$ cat src/design/flash_seq_pkg.sv
// Shared constants and types of the flash command sequencer
package flash_seq_pkg;
  localparam int unsigned BUS_KHZ = 20_000;
  localparam int unsigned DIVIDED_CMD_CLOCK_MIN_KHZ = 150;
  localparam int unsigned DIVIDED_CMD_CLOCK_MAX_KHZ = 200;
  // Allowed total divisor in bus cycles: fastest rate rounds up, slowest rounds down
  localparam logic [9:0] DIV_MIN = 10'((BUS_KHZ + DIVIDED_CMD_CLOCK_MAX_KHZ - 1) / DIVIDED_CMD_CLOCK_MAX_KHZ);
  localparam logic [9:0] DIV_MAX = 10'(BUS_KHZ / DIVIDED_CMD_CLOCK_MIN_KHZ);
  localparam int ADDR_W = 13;
  localparam int DATA_W = 8;
  localparam int PAGE_LSB = 9;
  localparam int ROW_LSB = 6;
  localparam int DIV_PRE_BIT = 6;
  localparam int DIV_VAL_W = 6;
  localparam int PRE_SHIFT = 3;
  localparam int CNT_W = 15;
  localparam logic [CNT_W-1:0] BYTE_CYC = 15'h0009;
  localparam logic [CNT_W-1:0] BURST_CYC = 15'h0004;
  localparam logic [CNT_W-1:0] BLANK_CYC = 15'h0001;
  localparam int PAGE_CYC_DEF = 4000;
  localparam int MASS_CYC_DEF = 20000;
  localparam logic [7:0] CMD_BLANK = 8'h05;
  localparam logic [7:0] CMD_BYTE = 8'h20;
  localparam logic [7:0] CMD_BURST = 8'h25;
  localparam logic [7:0] CMD_PAGE = 8'h40;
  localparam logic [7:0] CMD_MASS = 8'h41;
  typedef enum logic [1:0] {
    SEQ_IDLE = 2'b00,
    SEQ_ADDR = 2'b01,
    SEQ_CMD = 2'b11
  } seq_state_t;
  typedef enum logic {
    EX_IDLE = 1'b0,
    EX_RUN = 1'b1
  } ex_state_t;
endpackage

$ cat src/design/divided_cmd_clock_if.sv
// Link between the sequencer, its clock divider and its operation timer
`timescale 1ns/100ps
interface divided_cmd_clock_if;
  logic div_load;
  logic [7:0] div_setting;
  logic tick;
  logic tmr_start;
  logic [flash_seq_pkg::CNT_W-1:0] tmr_count;
  logic tmr_stop;
  logic tmr_done;
  modport ctrl (output div_load, div_setting, tmr_start, tmr_count, tmr_stop, input tick, tmr_done);
  modport divider (input div_load, div_setting, output tick);
  modport timer (input tick, tmr_start, tmr_count, tmr_stop, output tmr_done);
endinterface

$ cat src/design/divided_cmd_clock_divider.sv
// Divided command clock as a one-cycle enable pulse
`timescale 1ns/100ps
module divided_cmd_clock_divider (
  input wire logic i_clk, // Bus clock
  input wire logic i_rst, // Async reset, active high
  divided_cmd_clock_if.divider fif     // Divider side of the link
);
  logic [9:0] period_q, period_d;
  logic [9:0] cnt_q, cnt_d;
  logic [9:0] base;
  logic run_q, run_d;
  logic tick_q, tick_d;

  always_comb begin
    period_d = period_q;
    cnt_d = cnt_q;
    run_d = run_q;
    tick_d = 1'b0;
    base = {4'h0, fif.div_setting[flash_seq_pkg::DIV_VAL_W-1:0]} + 10'h001;
    if (fif.div_load) begin
      period_d = fif.div_setting[flash_seq_pkg::DIV_PRE_BIT] ? (base << flash_seq_pkg::PRE_SHIFT) : base;
      cnt_d = 10'h000;
      run_d = 1'b1;
    end else if (run_q) begin
      if (cnt_q == 10'h000) begin
        cnt_d = period_q - 10'h001;
        tick_d = 1'b1;
      end else begin
        cnt_d = cnt_q - 10'h001;
      end
    end
  end

  always_ff @(posedge i_clk or posedge i_rst) begin
    if (i_rst) begin
      period_q <= 10'h001;
      cnt_q <= 10'h000;
      run_q <= 1'b0;
      tick_q <= 1'b0;
    end else begin
      period_q <= period_d;
      cnt_q <= cnt_d;
      run_q <= run_d;
      tick_q <= tick_d;
    end
  end

  assign fif.tick = tick_q;
endmodule // divided_cmd_clock_divider

$ cat src/design/op_timer.sv
// Counts divided-clock periods of one program or erase operation
`timescale 1ns/100ps
module op_timer (
  input wire logic i_clk, // Bus clock
  input wire logic i_rst, // Async reset, active high
  divided_cmd_clock_if.timer fif       // Timer side of the link
);
  logic [flash_seq_pkg::CNT_W-1:0] cnt_q, cnt_d;
  logic busy_q, busy_d;
  logic done_q, done_d;

  always_comb begin
    cnt_d = cnt_q;
    busy_d = busy_q;
    done_d = 1'b0;
    if (fif.tmr_stop) begin
      busy_d = 1'b0;
    end else if (fif.tmr_start) begin
      cnt_d = fif.tmr_count;
      busy_d = 1'b1;
    end else if (busy_q && fif.tick) begin
      cnt_d = cnt_q - 15'h0001;
      if (cnt_q == 15'h0001) begin
        busy_d = 1'b0;
        done_d = 1'b1;
      end
    end
  end

  always_ff @(posedge i_clk or posedge i_rst) begin
    if (i_rst) begin
      cnt_q <= 15'h0000;
      busy_q <= 1'b0;
      done_q <= 1'b0;
    end else begin
      cnt_q <= cnt_d;
      busy_q <= busy_d;
      done_q <= done_d;
    end
  end

  assign fif.tmr_done = done_q;
endmodule // op_timer

$ cat src/design/flash_cmd_sequencer.sv
// Command sequencer of the program flash: protocol, error checks, timing and pump
//
// Functional notes
// - Divided clock 150 to 200 kHz first; code only requires a divider write and flags the band
// - Divider written once, not while error
// - Program 9, page 4000, mass 20000 periods
// - Further burst bytes take 4 periods
// - Array write latches address and data
// - Page erase whole page; mass ignores address
// - Five command codes latched into buffer
// - Writing one to buffer-empty launches command
// - Writing zero mid-sequence aborts with error
// - Complete flag shows command finished
// - Pump stays on for queued same-row burst
// - Row is 64 bytes; row start standard
// - First burst byte takes standard time
// - Nothing queued: pump off at completion
// - Array write before divider set errors
// - Array write with buffer full errors
// - Second array or command write errors
// - Other control write mid-sequence, or read after command, errors
// - Unknown command code errors
// - Stop mode aborts operation with error
// - Secured debug port: only blank, mass
`timescale 1ns/100ps
module flash_cmd_sequencer #(
  parameter int PAGE_CYC = flash_seq_pkg::PAGE_CYC_DEF, // Page erase periods
  parameter int MASS_CYC = flash_seq_pkg::MASS_CYC_DEF  // Mass erase periods
) (
  input wire logic i_clk,                                       // Bus clock, 20 MHz
  input wire logic i_rst,                                       // Async reset, active high
  input wire logic i_array_wr,                                  // Write strobe to the array space
  input wire logic [flash_seq_pkg::ADDR_W-1:0] i_array_addr,    // Array write address
  input wire logic [flash_seq_pkg::DATA_W-1:0] i_array_data,    // Array write data
  input wire logic i_div_wr,                                    // Write strobe to divider register
  input wire logic [7:0] i_div_data,                            // Divider value written
  input wire logic i_cmd_wr,                                    // Write strobe to command register
  input wire logic [7:0] i_cmd_code,                            // Command code written
  input wire logic i_stat_wr,                                   // Write strobe to status register
  input wire logic i_stat_cbef,                                 // Buffer-empty bit of that write
  input wire logic i_stat_accerr,                               // Error bit of that write
  input wire logic i_other_ctl_wr,                              // Write to any other control register
  input wire logic i_ctl_rd,                                    // Read of any control register
  input wire logic i_debug_port,                                // Access comes from the debug port
  input wire logic i_secured,                                   // Part is secured
  input wire logic i_stop,                                      // Processor enters stop mode
  output logic o_cmd_buffer_empty_flag,                         // Command buffer empty
  output logic o_cmd_complete_flag,                             // All commands finished
  output logic o_access_error_flag,                             // Protocol violated
  output logic o_div_loaded,                                    // Divider has been written
  output logic o_div_in_range,                                  // Divided clock inside its band
  output logic o_hv_pump_on,                                    // Charge pump enable
  output logic o_prog_active,                                   // Byte program pulse on
  output logic o_erase_active,                                  // Erase pulse on
  output logic o_mass_erase,                                    // Erase covers the whole array
  output logic o_blank_check,                                   // Blank check running
  output logic [flash_seq_pkg::ADDR_W-1:0] o_array_addr,        // Target address of operation
  output logic [flash_seq_pkg::DATA_W-1:0] o_array_data         // Data to program
);
  if (PAGE_CYC < 1 || PAGE_CYC >= 2 ** flash_seq_pkg::CNT_W || MASS_CYC < 1 ||
      MASS_CYC >= 2 ** flash_seq_pkg::CNT_W) begin : g_bad_cycles
    $error("erase period counts do not fit the timer");
  end

  divided_cmd_clock_if fif ();

  divided_cmd_clock_divider u_div (
    .i_clk(i_clk),
    .i_rst(i_rst),
    .fif(fif.divider)
  );

  op_timer u_tmr (
    .i_clk(i_clk),
    .i_rst(i_rst),
    .fif(fif.timer)
  );

  //////////////////////////////////////////////////////////////////////////////
  // Command protocol and error checks

  flash_seq_pkg::seq_state_t seq_q, seq_d;
  flash_seq_pkg::ex_state_t ex_q, ex_d;
  logic [flash_seq_pkg::ADDR_W-1:0] lat_addr_q, lat_addr_d;
  logic [flash_seq_pkg::DATA_W-1:0] lat_data_q, lat_data_d;
  logic [7:0] lat_cmd_q, lat_cmd_d;
  logic [7:0] divval_q, divval_d;
  logic cbef_q, cbef_d;
  logic comp_q, comp_d;
  logic err_q, err_d;
  logic divld_q, divld_d;
  logic inrange_q, inrange_d;
  logic err_set;
  logic code_ok;
  logic code_secure_bad;
  logic any_access;
  logic launch;
  logic [9:0] div_base;
  logic [9:0] div_eff;
  logic take;
  logic abort;

  always_comb begin
    seq_d = seq_q;
    lat_addr_d = lat_addr_q;
    lat_data_d = lat_data_q;
    lat_cmd_d = lat_cmd_q;
    divval_d = divval_q;
    cbef_d = cbef_q;
    divld_d = divld_q;
    inrange_d = inrange_q;
    err_set = 1'b0;
    launch = 1'b0;
    fif.div_load = 1'b0;
    fif.div_setting = i_div_data;
    code_ok = (i_cmd_code == flash_seq_pkg::CMD_BLANK) || (i_cmd_code == flash_seq_pkg::CMD_BYTE) ||
              (i_cmd_code == flash_seq_pkg::CMD_BURST) || (i_cmd_code == flash_seq_pkg::CMD_PAGE) ||
              (i_cmd_code == flash_seq_pkg::CMD_MASS);
    code_secure_bad = i_debug_port && i_secured && ((i_cmd_code == flash_seq_pkg::CMD_BYTE) ||
                      (i_cmd_code == flash_seq_pkg::CMD_BURST) || (i_cmd_code == flash_seq_pkg::CMD_PAGE));
    any_access = i_array_wr || i_div_wr || i_cmd_wr || i_stat_wr || i_other_ctl_wr || i_ctl_rd;
    div_base = {4'h0, i_div_data[flash_seq_pkg::DIV_VAL_W-1:0]} + 10'h001;
    div_eff = i_div_data[flash_seq_pkg::DIV_PRE_BIT] ? (div_base << flash_seq_pkg::PRE_SHIFT) : div_base;
    if (take) begin
      cbef_d = 1'b1;
    end
    case (seq_q)
      flash_seq_pkg::SEQ_IDLE: begin
        if (i_array_wr) begin
          if (!divld_q || !cbef_q) begin
            err_set = 1'b1;
          end else if (!err_q) begin
            seq_d = flash_seq_pkg::SEQ_ADDR;
            lat_addr_d = i_array_addr;
            lat_data_d = i_array_data;
          end
        end
        if (i_cmd_wr) begin
          err_set = 1'b1;
        end
        // A divider write is only taken once and never while the error flag stands
        if (i_div_wr && !divld_q && !err_q) begin
          divval_d = i_div_data;
          divld_d = 1'b1;
          inrange_d = (div_eff >= flash_seq_pkg::DIV_MIN) && (div_eff <= flash_seq_pkg::DIV_MAX);
          fif.div_load = 1'b1;
        end
      end
      flash_seq_pkg::SEQ_ADDR: begin
        if (i_array_wr || i_div_wr || i_other_ctl_wr || i_stat_wr) begin
          err_set = 1'b1;
        end else if (i_cmd_wr) begin
          if (!code_ok || code_secure_bad) begin
            err_set = 1'b1;
          end else begin
            lat_cmd_d = i_cmd_code;
            seq_d = flash_seq_pkg::SEQ_CMD;
          end
        end
      end
      flash_seq_pkg::SEQ_CMD: begin
        if (i_stat_wr && i_stat_cbef && !(i_array_wr || i_div_wr || i_cmd_wr || i_other_ctl_wr || i_ctl_rd)) begin
          launch = 1'b1;
          seq_d = flash_seq_pkg::SEQ_IDLE;
        end else if (any_access) begin
          err_set = 1'b1;
        end
      end
      default: begin
        seq_d = flash_seq_pkg::SEQ_IDLE;
      end
    endcase
    if (launch) begin
      cbef_d = 1'b0;
    end
    // Any violation, stop-mode abort included, throws away the partial sequence
    if ((err_set || abort) && seq_q != flash_seq_pkg::SEQ_IDLE) begin
      seq_d = flash_seq_pkg::SEQ_IDLE;
    end
    // Set wins over the software clear so no violation is lost
    err_d = err_set || abort || (err_q && !(i_stat_wr && i_stat_accerr));
    comp_d = cbef_d && (ex_d == flash_seq_pkg::EX_IDLE);
  end

  always_ff @(posedge i_clk or posedge i_rst) begin
    if (i_rst) begin
      seq_q <= flash_seq_pkg::SEQ_IDLE;
      lat_addr_q <= 13'h0000;
      lat_data_q <= 8'h00;
      lat_cmd_q <= 8'h00;
      divval_q <= 8'h00;
      cbef_q <= 1'b1;
      comp_q <= 1'b1;
      err_q <= 1'b0;
      divld_q <= 1'b0;
      inrange_q <= 1'b0;
    end else begin
      seq_q <= seq_d;
      lat_addr_q <= lat_addr_d;
      lat_data_q <= lat_data_d;
      lat_cmd_q <= lat_cmd_d;
      divval_q <= divval_d;
      cbef_q <= cbef_d;
      comp_q <= comp_d;
      err_q <= err_d;
      divld_q <= divld_d;
      inrange_q <= inrange_d;
    end
  end

  //////////////////////////////////////////////////////////////////////////////
  // Execution, timing and charge pump

  logic pump_q, pump_d;
  logic prog_q, prog_d;
  logic erase_q, erase_d;
  logic mass_q, mass_d;
  logic blank_q, blank_d;
  logic burst_q, burst_d;
  logic [flash_seq_pkg::ADDR_W-1:0] oaddr_q, oaddr_d;
  logic [flash_seq_pkg::DATA_W-1:0] odata_q, odata_d;
  logic cont;
  logic same_row;

  always_comb begin
    ex_d = ex_q;
    pump_d = pump_q;
    prog_d = prog_q;
    erase_d = erase_q;
    mass_d = mass_q;
    blank_d = blank_q;
    burst_d = burst_q;
    oaddr_d = oaddr_q;
    odata_d = odata_q;
    take = 1'b0;
    cont = 1'b0;
    abort = 1'b0;
    fif.tmr_start = 1'b0;
    fif.tmr_stop = 1'b0;
    fif.tmr_count = flash_seq_pkg::BYTE_CYC;
    // A byte at row offset zero opens a new row and takes the standard program time
    same_row = (lat_addr_q[flash_seq_pkg::ADDR_W-1:flash_seq_pkg::ROW_LSB] ==
                oaddr_q[flash_seq_pkg::ADDR_W-1:flash_seq_pkg::ROW_LSB]) &&
               (lat_addr_q[flash_seq_pkg::ROW_LSB-1:0] != 6'h00);
    if (ex_q == flash_seq_pkg::EX_RUN && i_stop) begin
      abort = 1'b1;
      fif.tmr_stop = 1'b1;
    end else if (ex_q == flash_seq_pkg::EX_IDLE && !cbef_q) begin
      take = 1'b1;
    end else if (ex_q == flash_seq_pkg::EX_RUN && fif.tmr_done) begin
      if (!cbef_q) begin
        take = 1'b1;
        cont = burst_q && pump_q && (lat_cmd_q == flash_seq_pkg::CMD_BURST) && same_row;
      end else begin
        ex_d = flash_seq_pkg::EX_IDLE;
        pump_d = 1'b0;
        prog_d = 1'b0;
        erase_d = 1'b0;
        mass_d = 1'b0;
        blank_d = 1'b0;
        burst_d = 1'b0;
      end
    end
    if (abort) begin
      ex_d = flash_seq_pkg::EX_IDLE;
      pump_d = 1'b0;
      prog_d = 1'b0;
      erase_d = 1'b0;
      mass_d = 1'b0;
      blank_d = 1'b0;
      burst_d = 1'b0;
    end
    if (take) begin
      ex_d = flash_seq_pkg::EX_RUN;
      fif.tmr_start = 1'b1;
      prog_d = (lat_cmd_q == flash_seq_pkg::CMD_BYTE) || (lat_cmd_q == flash_seq_pkg::CMD_BURST);
      erase_d = (lat_cmd_q == flash_seq_pkg::CMD_PAGE) || (lat_cmd_q == flash_seq_pkg::CMD_MASS);
      mass_d = (lat_cmd_q == flash_seq_pkg::CMD_MASS);
      blank_d = (lat_cmd_q == flash_seq_pkg::CMD_BLANK);
      burst_d = (lat_cmd_q == flash_seq_pkg::CMD_BURST);
      pump_d = (lat_cmd_q != flash_seq_pkg::CMD_BLANK);
      oaddr_d = lat_addr_q;
      odata_d = lat_data_q;
      case (lat_cmd_q)
        flash_seq_pkg::CMD_BURST: begin
          fif.tmr_count = cont ? flash_seq_pkg::BURST_CYC : flash_seq_pkg::BYTE_CYC;
        end
        flash_seq_pkg::CMD_PAGE: begin
          fif.tmr_count = flash_seq_pkg::CNT_W'(PAGE_CYC);
          oaddr_d = {lat_addr_q[flash_seq_pkg::ADDR_W-1:flash_seq_pkg::PAGE_LSB], 9'h000};
          odata_d = 8'h00;
        end
        flash_seq_pkg::CMD_MASS: begin
          fif.tmr_count = flash_seq_pkg::CNT_W'(MASS_CYC);
          oaddr_d = 13'h0000;
          odata_d = 8'h00;
        end
        flash_seq_pkg::CMD_BLANK: begin
          fif.tmr_count = flash_seq_pkg::BLANK_CYC;
          oaddr_d = 13'h0000;
          odata_d = 8'h00;
        end
        default: begin
          fif.tmr_count = flash_seq_pkg::BYTE_CYC;
        end
      endcase
    end
  end

  always_ff @(posedge i_clk or posedge i_rst) begin
    if (i_rst) begin
      ex_q <= flash_seq_pkg::EX_IDLE;
      pump_q <= 1'b0;
      prog_q <= 1'b0;
      erase_q <= 1'b0;
      mass_q <= 1'b0;
      blank_q <= 1'b0;
      burst_q <= 1'b0;
      oaddr_q <= 13'h0000;
      odata_q <= 8'h00;
    end else begin
      ex_q <= ex_d;
      pump_q <= pump_d;
      prog_q <= prog_d;
      erase_q <= erase_d;
      mass_q <= mass_d;
      blank_q <= blank_d;
      burst_q <= burst_d;
      oaddr_q <= oaddr_d;
      odata_q <= odata_d;
    end
  end

  assign o_cmd_buffer_empty_flag = cbef_q;
  assign o_cmd_complete_flag = comp_q;
  assign o_access_error_flag = err_q;
  assign o_div_loaded = divld_q;
  assign o_div_in_range = inrange_q;
  assign o_hv_pump_on = pump_q;
  assign o_prog_active = prog_q;
  assign o_erase_active = erase_q;
  assign o_mass_erase = mass_q;
  assign o_blank_check = blank_q;
  assign o_array_addr = oaddr_q;
  assign o_array_data = odata_q;
endmodule // flash_cmd_sequencer

$ cat config.mk
export PLATFORM = sky130hd
export DESIGN_NAME = flash_cmd_sequencer
export DESIGN_NICKNAME = d
export VERILOG_FILES = /design/src/design/flash_seq_pkg.sv /design/src/design/divided_cmd_clock_if.sv /design/src/design/divided_cmd_clock_divider.sv /design/src/design/op_timer.sv /design/src/design/flash_cmd_sequencer.sv
export SDC_FILE = /design/constraint.sdc
export NUM_CORES = 1
export LEC_CHECK = 0
export CORE_AREA = 10 10 112 114
export CTS_CLUSTER_SIZE = 30
export DETAILED_ROUTE_END_ITERATION = 16
export DIE_AREA = 0 0 122 124
export DONT_BUFFER_PORTS = 1
export REMOVE_ABC_BUFFERS = 1
export SLEW_MARGIN = 25
export SYNTH_ARGS = -nofsm -noshare
export SYNTH_HDL_FRONTEND = slang
export SYNTH_SLANG_ARGS = --single-unit
$ cat constraint.sdc
create_clock -name i_clk -period 3.7 [get_ports i_clk]
set_input_delay 0.555 -clock i_clk [delete_from_list [all_inputs] [get_ports i_clk]]
set_output_delay 0.555 -clock i_clk [all_outputs]
set_load 0.02 [all_outputs]
==> out/metrics.csv <==
stage;metric;value;unit
run_status;status;finished, final reports clean;
setup_path;CP cell instances;or4_4, nor4_4, a21oi_1, ha_1, nand2b_1, nor2_1, o31ai_1, a2111oi_0, a221o_1;
clock_tree;H-tree depth;3;
logic_synthesis;Cell variety after synth;62;
global_route;total track usage;15.4;%
pwr;Leak;0.00241;µW
logic_synthesis;post-synthesis sequential area ratio;50.7;%
pwr;NetSw;898;µW
timing;final hold vios;0;
setup_path;slowest stage delay, CP;0.58;ns
detailed_routing;WL/cell;18.5;µm
timing;Final TNS setup;0;ns
setup_path;Critical Path AT;3.12;ns
logic_synthesis;Async SR Flop Fraction;100;%
global_route;initial antenna violation count;0;
setup_path;nature of the critical path startpoint;flop;
floorplan;Die Wd;122;µm
cells_and_area;number of antenna diodes;0;
clock_tree;Clock Sinks;102;
detailed_routing;drt total wl;11500;µm
clock_tree;hold buffers post-CTS;0;
logic_synthesis;mapped cell area;0.00505;mm²
logic_synthesis;top cells by area, synth;dfrtp_1 49%, mux2_2 5.8%, a22o_1 4.5%, xor2_1 3.6%, nand2_1 3.4%;
pwr;worst vdd ir;0.290;mV
clock_tree;CTS Root Cell;clkbuf_8;
detailed_routing;DR pass1 iterations;4;
logic_synthesis;number of synthesized register bits;102;
pwr;Comb power frac;20.4;%
timing;Setup WS post-layout;0.834;ns
clock_tree;Max clock buf depth;2;
logic_synthesis;Post-synth EDFFs;0;
pwr;sequential power share;52.5;%
setup_path;worst path bufs/invs;0;
timing;RSZ-0062 raised after global routing;no;
placed_design;Setup WS pre-CTS;0.838;ns
setup_path;Worst Path Required;3.95;ns
setup_path;CP endpoint kind;flop;
pwr;Switching Share;32.0;%
detailed_routing;DRC Markers;0;
cells_and_area;final core utilization;53.1;%
setup_path;Critical Path Slowest Stage Cell;or4_4;
global_route;vias in the first global route;3778;
clock_tree;CTS Buf Count;9;
setup_path;crit path kind;reg2reg;
setup_path;Crit Path Max Fanout;11;
detailed_routing;DR vias;3697;
pwr;Internal;1910;µW
job;maxcap violations;0;
floorplan;placeable core area;0.0102;mm²
clock_tree;CTS tree;done;
timing;measured slew at the worst slew-check pin;0.798;ns
logic_synthesis;Avg Synthesized Cell Area;10.5;µm²
placed_design;post-DP HPWL;8360;µm
detailed_routing;DRT antenna net count;0;
logic_synthesis;post-synth top area share;49.1;%
setup_path;CP delay by family, top;simple AND/OR/NAND/NOR gates;
timing;Tmin final;2.87;ns
clock_tree;post-CTS setup buffer count;0;
placed_design;IO buf count;0;
global_route;first-pass GRT wire length;19100;µm
global_route;largest net degree at the start of global routing;83;
detailed_routing;vias per cell;5.93;
logic_synthesis;Top FF cell, synth;dfrtp_1;
min_path;Hold/Removal Path Class;in2async;
cells_and_area;nets;536;
pwr;total power;2810;µW
placed_design;Placer Congestion;0.862;
floorplan;Starting Density;49.3;%
cells_and_area;layout cells sized above 1;13.6;%
global_route;Remaining Overflow, GRT;0;
logic_synthesis;post-synth top area cell;dfrtp_1;
floorplan;chip height;124;µm
clock_tree;worst skew pair latency;0.37;ns
floorplan;I/O pins;81;
clock_tree;Post-CTS Resized;0;
timing;fmax;349;MHz
detailed_routing;DRT iter0 DRCs;314;
clock_tree;Worst-path clk slew;0.11;ns
floorplan;Core Rows;37;
pwr;pwr/cell area;518;mW/mm²
timing;Worst Skew;0.0151;ns
timing;Final Setup Violations;0;
logic_synthesis;cell count after synthesis;482;
pwr;clock share of power;27.1;%
floorplan;Die ar.;0.0151;mm²
timing;worst rel slew slack;46.6;%
timing;Final Cycle Share;77.5;%
logic_synthesis;YS warnings;0;
cells_and_area;synth-to-layout area growth;7.56;%
timing;Final Max Slew Viols;0;
[registers in the layout, summed over array words and instances, names as in the netlist]
signal	flops
burst_q	1
ex_q	1
lat_addr_q	13
lat_cmd_q	8
lat_data_q	8
o_access_error_flag	1
o_array_addr	13
o_array_data	8
o_blank_check	1
o_cmd_buffer_empty_flag	1
o_cmd_complete_flag	1
o_div_in_range	1
o_div_loaded	1
o_erase_active	1
o_hv_pump_on	1
o_mass_erase	1
o_prog_active	1
seq_q	2
u_div.cnt_q	10
u_div.fif.tick	1
u_div.period_q	10
u_tmr.busy_q	1
u_tmr.cnt_q	15
u_tmr.fif.tmr_done	1
[synthesized netlist by cell type, types with 4 or more instances]
library cell and number:
a21o_1 4, xor2_1 21, nor4b_1 4, buf_2 4, nor3b_1 4, nand3_1 14
o21ai_0 17, nand2b_1 7, xnor2_1 4, nor4_1 12, a21oi_1 28, nand2_1 46
ha_1 4, nor2b_1 9, nor3_1 20, a22o_1 26, mux2i_1 4, nor2_1 24
o22ai_1 4, mux2_2 26, a211oi_1 5, inv_1 17, o31ai_1 5, clkbuf_1 11
dfrtp_1 99
[cell type report]
| class | count | area [µm²] |
|---|---|---|
| Clock buffer | 9 | 124 |
| Fill cell | 957 | 4800 |
| Timing Repair Buffer | 8 | 60.1 |
| Clock inverter | 7 | 100 |
| Tap cell | 136 | 170 |
| Inverter | 17 | 68.8 |
| Sequential cell | 102 | 2560 |
| Multi-Input combinational cell | 344 | 2350 |
[stage by stage]
stage	hold WS, ns	instances	cell area, µm²
2_1_floorplan	0.446	463	4960
3_3_place_gp	0.467	607	5200
3_5_place_dp	0.477	607	5200
4_1_cts	0.222	623	5430
5_1_grt	0.212	623	5430
6_report	0.158	623	5430
[power groups by stage]
stage | registers, µW | clock network (µW) | logic, µW
2_1_floorplan | 1440 | 0 | 482
3_3_place_gp | 1480 | 0 | 558
3_5_place_dp | 1490 | 0 | 578
4_1_cts | 1470 | 787 | 578
5_1_grt | 1500 | 828 | 648
6_report | 1480 | 762 | 572
[placed cells by master (no fill, tap or decap), types with 9 or more instances in the layout]
cell | netlist | final
xor2_1 | 21 | 21
nor2_1 | 24 | 24
clkbuf_8 | 0 | 9
nor2b_1 | 9 | 9
o21ai_0 | 17 | 17
nor4_1 | 12 | 11
dfrtp_1 | 99 | 99
nand2_1 | 46 | 46
nor3_1 | 20 | 20
a21oi_1 | 28 | 28
mux2_2 | 26 | 26
nand3_1 | 14 | 14
inv_1 | 17 | 16
a22o_1 | 26 | 26
[logic make-up after synthesis]
kind of cell	count (synthesis)	synth area share, %
muxes	31	6.89
adders and majority gates	4	0.992
buffers and inverters	36	2.93
DFF	102	50.7
xor gates and xnor gates	25	4.34
AOI/OAI and AO/OA	118	16.4
and+or+nand+nor	166	17.8
[metal layers]
metal	share of wire, %	global-route usage (%)	vias up
met5	0	0	-
met4	1.2	4.17	0
met3	7.1	5.20	11
met2	49	25.7	73
met1	43	18.7	1844
li1	-	-	1769
[worst register-to-register path, stage by stage, from the launching register on]
cell and delay [ns]:
dfrtp_1 0.46, or4_4 0.58, nor4_4 0.58, a21oi_1 0.18
ha_1 0.26, nand2b_1 0.13, nor2_1 0.06, o31ai_1 0.10
a2111oi_0 0.12, a221o_1 0.28
[path summary, 6_finish.rpt]
kind / startpoint / end / slack, ns / depth (start not counted)
worst max-delay path: u_div.cnt_q[5]$_DFFE_PP0P_ / u_div.cnt_q[4]$_DFFE_PP0P_ / 0.83 / 9
worst min-delay path: i_rst / o_array_data[6]$_DFFE_PP0P_ / 0.16 / 1
worst max register to register: u_div.cnt_q[5]$_DFFE_PP0P_ / u_div.cnt_q[4]$_DFFE_PP0P_ / 0.83 / 9
worst min register to register: burst_q$_DFFE_PP0P_ / burst_q$_DFFE_PP0P_ / 0.50 / 2
max in group asynchronous: i_rst / o_mass_erase$_DFFE_PP0P_ / 2.88 / 2
min in group i_clk: i_div_data[6] / u_div.period_q[0]$_DFFE_PP1P_ / 0.24 / 1
(Power assumes the default switching activity.)
